===== src/hw/kps_pkg.sv =====
package kps_pkg;

   // ----------------------------------------
   // Timing
   // ----------------------------------------
   localparam int unsigned CLK_MHZ           = 100;
   localparam int unsigned OSC_KHZ           = 4000;                        // Nominal oscillator, 4.0 MHz
   localparam int unsigned OSC_DIV           = (CLK_MHZ * 1000) / OSC_KHZ;  // System clocks per osc tick
   localparam int unsigned KEY_FILT_TICKS    = 400;                         // Key filter, in osc ticks
   localparam int unsigned POR_PULSE_TICKS   = 16;                          // Reset pulse length, osc ticks
   localparam int unsigned SPI_GAP_NS        = 1000;                        // Least gap between transfers
   localparam int unsigned SPI_GAP_CYC       = (SPI_GAP_NS + 9) / 10;

   // ----------------------------------------
   // Control register layout, reset values and status key bit
   // ----------------------------------------
   localparam int unsigned CTRL1_HOLD_BIT    = 0;
   localparam int unsigned CTRL1_SDDIS_BIT   = 1;
   localparam logic [7:0]  CTRL1_RESET       = 8'h00;
   localparam logic [7:0]  OUT_CTRL_RESET    = 8'h00;
   localparam int unsigned STAT_KEY_BIT      = 0;

   // ----------------------------------------
   // States
   // ----------------------------------------
   typedef enum logic [1:0] {
      ST_SLEEP,
      ST_NORMAL,
      ST_PREP_SHDN
   } kps_state_e;

   // Supply enables travel together
   typedef struct packed {
      logic pre_reg;
      logic mcu_sup;
      logic sens_sup;
   } kps_supply_s;

endpackage : kps_pkg


===== src/hw/kps_key_filter.sv =====
`timescale 1ns/100ps
module kps_key_filter #(
   parameter int unsigned FILT_TICKS = kps_pkg::KEY_FILT_TICKS
) (
   input  wire logic CLK,          // System clock
   input  wire logic RESETN,       // Async reset, active low
   input  wire logic osc_tick,     // One pulse per oscillator cycle
   input  wire logic key_raw,      // Raw key level
   output logic      key_filt      // Qualified key level
);

   // ----------------------------------------
   // Synchroniser and qualification counter
   // ----------------------------------------
   logic        sync1_r, sync2_r;
   logic        filt_r, filt_nxt;
   logic [15:0] cnt_r, cnt_nxt;

   // Any return to agreement restarts the count, so short spikes never qualify
   always_comb begin
      filt_nxt = filt_r;
      cnt_nxt  = cnt_r;
      if (sync2_r == filt_r) begin
         cnt_nxt = 16'h0000;
      end else if (osc_tick) begin
         if (cnt_r >= 16'(FILT_TICKS - 1)) begin
            filt_nxt = sync2_r;
            cnt_nxt  = 16'h0000;
         end else begin
            cnt_nxt = cnt_r + 16'h0001;
         end
      end
   end

   // Two-stage synchroniser, then registered filter state
   always_ff @(posedge CLK or negedge RESETN) begin
      if (!RESETN) begin
         sync1_r <= 1'b0;
         sync2_r <= 1'b0;
         filt_r  <= 1'b0;
         cnt_r   <= 16'h0000;
      end else begin
         sync1_r <= key_raw;
         sync2_r <= sync1_r;
         filt_r  <= filt_nxt;
         cnt_r   <= cnt_nxt;
      end
   end

   assign key_filt = filt_r;

endmodule : kps_key_filter


===== src/hw/kps_power_ctrl.sv =====
`timescale 1ns/100ps
// Overview of operation
// - Key held high past filter time in sleep gives reset and normal state
// - Qualification timer stops short key pulses from causing a reset
// - Once enabled, outputs follow initial control contents or parallel input pins
// - Rising key turns on pre-regulator, MCU supply and sensor supply
// - Key level readable by host as one status bit
// - Key state output follows key input by default
// - Key low with hold bit set keeps supplies on; key high stays normal
// - Timers derive from a nominal 4.0 MHz internal oscillator
// - Key low and hold bit low: sleep, every supply and driver output off
// - Rising key in sleep wakes, starts pre-regulator, issues reset
// - Prepare-to-shutdown turns off outputs only, except relay 2 if shutdown-disable
module kps_power_ctrl #(
   parameter int unsigned FILT_TICKS = kps_pkg::KEY_FILT_TICKS,
   parameter int unsigned POR_TICKS  = kps_pkg::POR_PULSE_TICKS,
   parameter int unsigned N_OUT      = 8
) (
   input  wire logic             CLK,             // 100 MHz system clock
   input  wire logic             RESETN,          // Async reset, active low
   input  wire logic             IGNITION_KEY_INPUT, // Key level, asynchronous
   input  wire logic             CTRL_WR,         // Host write strobe for control regs
   input  wire logic [7:0]       CTRL1_WDATA,     // Control register 1 write data
   input  wire logic [N_OUT-1:0] OUT_CTRL_WDATA,  // Output on/off register write data
   input  wire logic             KEY_STATE_HSD,   // Key state output in driver mode
   input  wire logic             KEY_STATE_HSD_ON,// Driver-mode level
   input  wire logic [N_OUT-1:0] PAR_IN,          // Parallel input pins
   input  wire logic [N_OUT-1:0] PAR_SEL,         // 1: output from parallel pin
   output logic                  POR_OUT,         // Generated reset, active high
   output kps_pkg::kps_supply_s  SUPPLY_EN,       // Supply enables
   output logic [N_OUT-1:0]      OUT_EN,          // Driver enables
   output logic                  KEY_STATE_OUTPUT,    // Key mirror
   output logic                  KEY_STATE_OUTPUT_ALT,// Inverted key mirror
   output logic [7:0]            STATUS,          // Status byte, key at bit 0
   output logic [7:0]            CTRL1,           // Control register 1 readback
   output kps_pkg::kps_state_e   STATE            // Operating state
);

   localparam int unsigned RELAY2 = 3;            // Second relay output index

   // ----------------------------------------
   // Decode helpers
   // ----------------------------------------
   // Supplies run in every state but sleep
   function automatic logic is_awake(kps_pkg::kps_state_e st);
      return (st != kps_pkg::ST_SLEEP);
   endfunction : is_awake

   // ----------------------------------------
   // Oscillator tick from system clock
   // ----------------------------------------
   logic [7:0] div_r, div_nxt;
   logic       osc_tick;

   // Time base stands in for the internal oscillator
   always_comb begin
      osc_tick = (div_r == 8'(kps_pkg::OSC_DIV - 1));
      div_nxt  = osc_tick ? 8'h00 : div_r + 8'h01;
   end

   always_ff @(posedge CLK or negedge RESETN) begin
      if (!RESETN) begin
         div_r <= 8'h00;
      end else begin
         div_r <= div_nxt;
      end
   end

   // ----------------------------------------
   // Key filter
   // ----------------------------------------
   logic key_filt;

   kps_key_filter #(
      .FILT_TICKS (FILT_TICKS)
   ) u_filt (
      .CLK      (CLK),
      .RESETN   (RESETN),
      .osc_tick (osc_tick),
      .key_raw  (IGNITION_KEY_INPUT),
      .key_filt (key_filt)
   );

   // ----------------------------------------
   // State machine and reset pulse
   // ----------------------------------------
   kps_pkg::kps_state_e state_r, state_nxt;
   logic [7:0]          por_cnt_r, por_cnt_nxt;
   logic                por_r, por_nxt;
   logic [7:0]          ctrl1_r, ctrl1_nxt;
   logic [N_OUT-1:0]    outc_r, outc_nxt;
   logic                key_d_r;
   logic                hold;

   assign hold = ctrl1_r[kps_pkg::CTRL1_HOLD_BIT];

   // Key rise in sleep wakes and resets; hold decides sleep vs prepare
   always_comb begin
      state_nxt   = state_r;
      por_nxt     = por_r;
      por_cnt_nxt = por_cnt_r;
      case (state_r)
         kps_pkg::ST_SLEEP: begin
            if (key_filt && !key_d_r) begin
               state_nxt   = kps_pkg::ST_NORMAL;
               por_nxt     = 1'b1;
               por_cnt_nxt = 8'h00;
            end
         end
         kps_pkg::ST_NORMAL: begin
            if (!key_filt) begin
               state_nxt = hold ? kps_pkg::ST_PREP_SHDN : kps_pkg::ST_SLEEP;
            end
         end
         kps_pkg::ST_PREP_SHDN: begin
            if (key_filt) begin
               state_nxt = kps_pkg::ST_NORMAL;
            end else if (!hold) begin
               state_nxt = kps_pkg::ST_SLEEP;
            end
         end
         default: begin
            state_nxt = kps_pkg::ST_SLEEP;
         end
      endcase
      // Stretch reset over a fixed number of oscillator ticks
      if (por_r && osc_tick) begin
         if (por_cnt_r >= 8'(POR_TICKS - 1)) begin
            por_nxt = 1'b0;
         end else begin
            por_cnt_nxt = por_cnt_r + 8'h01;
         end
      end
   end

   // ----------------------------------------
   // Control registers
   // ----------------------------------------
   // Reset pulse wins over host writes so defaults always land
   always_comb begin
      ctrl1_nxt = ctrl1_r;
      outc_nxt  = outc_r;
      if (por_r) begin
         ctrl1_nxt = kps_pkg::CTRL1_RESET;
         outc_nxt  = N_OUT'(kps_pkg::OUT_CTRL_RESET);
      end else if (CTRL_WR) begin
         ctrl1_nxt = CTRL1_WDATA;
         outc_nxt  = OUT_CTRL_WDATA;
      end
   end

   always_ff @(posedge CLK or negedge RESETN) begin
      if (!RESETN) begin
         state_r   <= kps_pkg::ST_SLEEP;
         por_r     <= 1'b0;
         por_cnt_r <= 8'h00;
         ctrl1_r   <= kps_pkg::CTRL1_RESET;
         outc_r    <= N_OUT'(kps_pkg::OUT_CTRL_RESET);
         key_d_r   <= 1'b0;
      end else begin
         state_r   <= state_nxt;
         por_r     <= por_nxt;
         por_cnt_r <= por_cnt_nxt;
         ctrl1_r   <= ctrl1_nxt;
         outc_r    <= outc_nxt;
         key_d_r   <= key_filt;
      end
   end

   // ----------------------------------------
   // Registered outputs
   // ----------------------------------------
   logic [N_OUT-1:0]    out_nxt, out_r;
   kps_pkg::kps_supply_s sup_nxt, sup_r;
   logic                ks_nxt, ks_r;

   // Outputs only run in normal; relay 2 may survive prepare-to-shutdown
   always_comb begin
      for (int i = 0; i < N_OUT; i++) begin
         out_nxt[i] = PAR_SEL[i] ? PAR_IN[i] : outc_r[i];
         if (state_r == kps_pkg::ST_PREP_SHDN) begin
            if (!(i == RELAY2 && ctrl1_r[kps_pkg::CTRL1_SDDIS_BIT])) begin
               out_nxt[i] = 1'b0;
            end
         end else if (state_r != kps_pkg::ST_NORMAL || por_r) begin
            out_nxt[i] = 1'b0;
         end
      end
      sup_nxt.pre_reg  = is_awake(state_r);
      sup_nxt.mcu_sup  = is_awake(state_r);
      sup_nxt.sens_sup = is_awake(state_r);
      ks_nxt = KEY_STATE_HSD ? KEY_STATE_HSD_ON : key_filt;
   end

   always_ff @(posedge CLK or negedge RESETN) begin
      if (!RESETN) begin
         out_r <= '0;
         sup_r <= '0;
         ks_r  <= 1'b0;
      end else begin
         out_r <= out_nxt;
         sup_r <= sup_nxt;
         ks_r  <= ks_nxt;
      end
   end

   // Status: key level at its bit, rest zero
   always_comb begin
      STATUS = 8'h00;
      STATUS[kps_pkg::STAT_KEY_BIT] = key_d_r;
   end

   assign POR_OUT              = por_r;
   assign SUPPLY_EN            = sup_r;
   assign OUT_EN               = out_r;
   assign KEY_STATE_OUTPUT     = ks_r;
   assign KEY_STATE_OUTPUT_ALT = ~ks_r;
   assign CTRL1                = ctrl1_r;
   assign STATE                = state_r;

endmodule : kps_power_ctrl


===== config.mk =====
export PLATFORM = sky130hd
export DESIGN_NAME = kps_power_ctrl
export DESIGN_NICKNAME = d
export VERILOG_FILES = /design/src/hw/kps_pkg.sv /design/src/hw/kps_key_filter.sv /design/src/hw/kps_power_ctrl.sv
export SDC_FILE = /design/constraint.sdc
export NUM_CORES = 1
export LEC_CHECK = 0
export ABC_AREA = 1
export BUFFER_PORTS_ARGS = -buffer_cell sky130_fd_sc_hd__buf_4
export CORE_MARGIN = 2
export CORE_UTILIZATION = 48
export CTS_CLUSTER_DIAMETER = 200
export CTS_CLUSTER_SIZE = 16
export DETAILED_ROUTE_END_ITERATION = 10
export HOLD_SLACK_MARGIN = 0.05
export PLACE_DENSITY = 0.82
export REMOVE_ABC_BUFFERS = 1
export SLEW_MARGIN = 10
export SYNTH_ARGS = -nofsm -noshare
export SYNTH_HDL_FRONTEND = slang
export SYNTH_SLANG_ARGS = --single-unit
export TNS_END_PERCENT = 30

===== constraint.sdc =====
create_clock -name CLK -period 1.4 [get_ports CLK]
set_input_delay 0.07 -clock CLK [delete_from_list [all_inputs] [get_ports CLK]]
set_output_delay 0.07 -clock CLK [all_outputs]
set_load 0.02 [all_outputs]

==> metrics.csv <==
metric,value,unit
max-cap viol count,0,
final core utilization,0.719,
Fin Setup TNS,-0.151,ns
clk_lat worst skew,0.33,ns
Layout Nets,521,
register area share after synthesis,0.544,
FF-to-FF End,u_filt.cnt_r[1],
Inserted Clock Buffers,9,
TritonCTS clock tree,done,
post-DP HPWL,4420,um
Setup crit end kind,register,
vias per cell,4.94,
CTS max path bufs,2,
number of max-slew violations in the final report,0,
xor/xnor share of the synthesized area,0.0142,
WP data arrival,1.70,ns
core area,5960,um2
Starting DRT DRC Count,162,
design area,4280,um2
critical path launch point type,register,
Crit. Startpoint,div_r[0],
vias in the first global route,2835,
P_int,0.00311,W
largest net degree at the start of global routing,35,
H-tree level count,3,
Min Hold Slack,0.0483,ns
Mapped Cells,362,
Lkg Pwr,2.31,nW
Post-synth top cells,"nand2_1, dfrtp_1, inv_1",
Post-Route WL,7920,um
worst path required time,1.67,ns
DIE AREA,6870,um2
worst vdd ir,0.696,mV
"Setup violations, final",9,
share of power burned in registers,0.482,
antenna violations before repair,0,
Yosys cell types,24,
R2R Path Start,div_r[0],
total congestion overflow,0,
Final Skew,0.00721,ns
FP Rows,28,
Cell Pwr Density,944,nW/um2
largest family of logic cells by synthesized area,simple AND/OR/NAND/NOR gates,
post-route ant nets,0,
clock network fraction of total power,0.411,
PnR worst setup slack,-0.0320,ns
Area contributors post-synth,"dfrtp_1, nand2_1, inv_1",
synth warn,0,
Final period util,1.02,
Achievable Freq,0.698,GHz
area of the mapped netlist,2990,um2
Starting Density,0.502,
ys async rst share,1.00,
Main synth FF type,dfrtp_1,
Remaining DRCs,0,
syn_area_per_cell,8.25,um2
failing checks,setup timing,
post-synth top area share,0.544,
FF-to-FF setup slack,-0.03,ns
CP max FO,5,
routed len/inst,14.2,um
worst min-delay path category,in2reg,
global-route wire length before repair,12900,um
port buffer count,62,
"Cell Area, Placed",3560,um2
sw power,0.000937,W
crit path kind,reg2reg,
combinational share of power,0.107,
mux contribution to synthesized area,0,
IO Pins,70,
critical path capture point,u_filt.cnt_r[1],
Reg2Reg Depth,9,
sw frac,0.232,
clk sinks,65,
total power,0.00404,W
Synth area leader,dfrtp_1,
chip width,82.9,um
DRT Pass-1 Iters,5,
#FFs+latches synth,65,
Layout area overhead,43.4,%
Synth Area in Adders,0.0168,
Post-synth EDFFs,0,
RSZ-0062 raised after global routing,yes,
Synth Area in Compound Gates,0.0670,
share of post-route cells with drive strength above 1,0.256,
most common cell in the netlist,nand2_1,
routed vias,2759,
# diodes,0,
"Reg clk slew, reported paths",0.07,ns
Die Y,82.9,um
simple-gate share of the synthesized area,0.231,
CTS root buf,clkbuf_8,
status,"finished, violations left",
GPL Wtd Cong,0.804,
Tot GR Track Use,0.234,
"Hold Violations, Final",0,
min cycle time layout,1.43,ns
-- worst min path at each step --
stage               startpoint   endpoint  slack [ns]  depth (start not counted)
floorplan               RESETN   CTRL1[0]       -0.23                          0
global route         PAR_IN[3]  OUT_EN[3]        0.09                          5
CTS                  PAR_IN[3]  OUT_EN[3]        0.07                          5
finish              PAR_SEL[5]  OUT_EN[5]        0.05                          3
global placement        RESETN   div_r[7]        0.05                          1
detailed placement      RESETN   div_r[5]        0.05                          1
-- cells by family (layout without fill, tap and decap cells) --
family          count (synthesis)  count (layout)
buf+inv                        83             197
other cells                     1               7
compound gates                 39              39
fa+ha+maj                       4               4
flops                          65              65
xor+xnor                        4               4
simple gates                  166             168
-- worst max-delay path, cell delays in order, from the launching register on --
cell and delay [ns]:
dfrtp_1 0.40, inv_1 0.07, ha_1 0.16, nand2_2 0.07, nor2_4 0.14, nand2_4 0.13, buf_6 0.15, nor2_4 0.08
nand3_2 0.09, nand2_2 0.08
-- stage by stage --
step	std cells	worst slack, ns
5_1_grt	559	-0.101
3_3_place_gp	502	-0.0174
2_1_floorplan	350	0.00517
4_1_cts	558	0.00607
6_report	559	-0.0320
3_5_place_dp	502	-0.0681
-- routing by layer --
metal  GRT usage  share of wire  vias up
met3      0.0626          0.065       18
met5           0              0        -
met2       0.408           0.52      106
met4      0.0984          0.022        0
met1       0.273           0.39     1302
li1            -              -     1333
-- sequential cells by signal (all words and copies together) (netlist names), 2 cells and up --
register,flops
por_cnt_r,8
outc_r,8
CTRL1,8
OUT_EN,8
STATE,2
div_r,8
u_filt.cnt_r,16
-- timing repair --
item | CTS | global route
gates cloned | 2 | 0
endpoints found under the setup margin | 18 | 27
gates resized for setup | 7 | 29
pin swaps | 3 | 6
buffers inserted | 3 | 2
endpoints found under the hold margin | 81 | 0
hold buffers | 35 | 0
-- power by group through the flow --
stage | Sequential (W) | Clock (W) | Combinational, W
after floorplan | 0.00200 | 0 | 0.0000905
after global placement | 0.00198 | 0 | 0.000302
after detailed placement | 0.00198 | 0 | 0.000311
after CTS | 0.00195 | 0.00167 | 0.000401
after global routing | 0.00195 | 0.00178 | 0.000470
final | 0.00195 | 0.00166 | 0.000434
-- cell usage in the layout, fill, tap and decap left out, drive strengths merged --
master        Yosys  final
ha                4      4
clkbuf            3     14
buf              15     82
a22oi             1      1
nand2            69     71
a21boi            1      1
clkinv            0      1
bufinv            0      1
nor2             54     54
conb              1      7
nor3              1      1
nand4             1      1
or2               2      2
dfrtp            65     65
dlygate4sd3       0     30
xor2              4      4
nand3b            1      1
o21ai            26     26
inv              65     65
a21oi            11     11
nand3            38     38
dlymetal6s4s      0      4
-- area by class of cell --
| class | count | area, um2 |
|---|---|---|
| sequential | 65 | 1630 |
| tap | 75 | 93.8 |
| clock inverter | 2 | 35.0 |
| inverter | 65 | 244 |
| multi-input combinational | 222 | 1130 |
| timing repair buffer | 116 | 986 |
| fill | 406 | 1670 |
| clock buffer | 14 | 173 |
(Power assumes the default switching activity.)
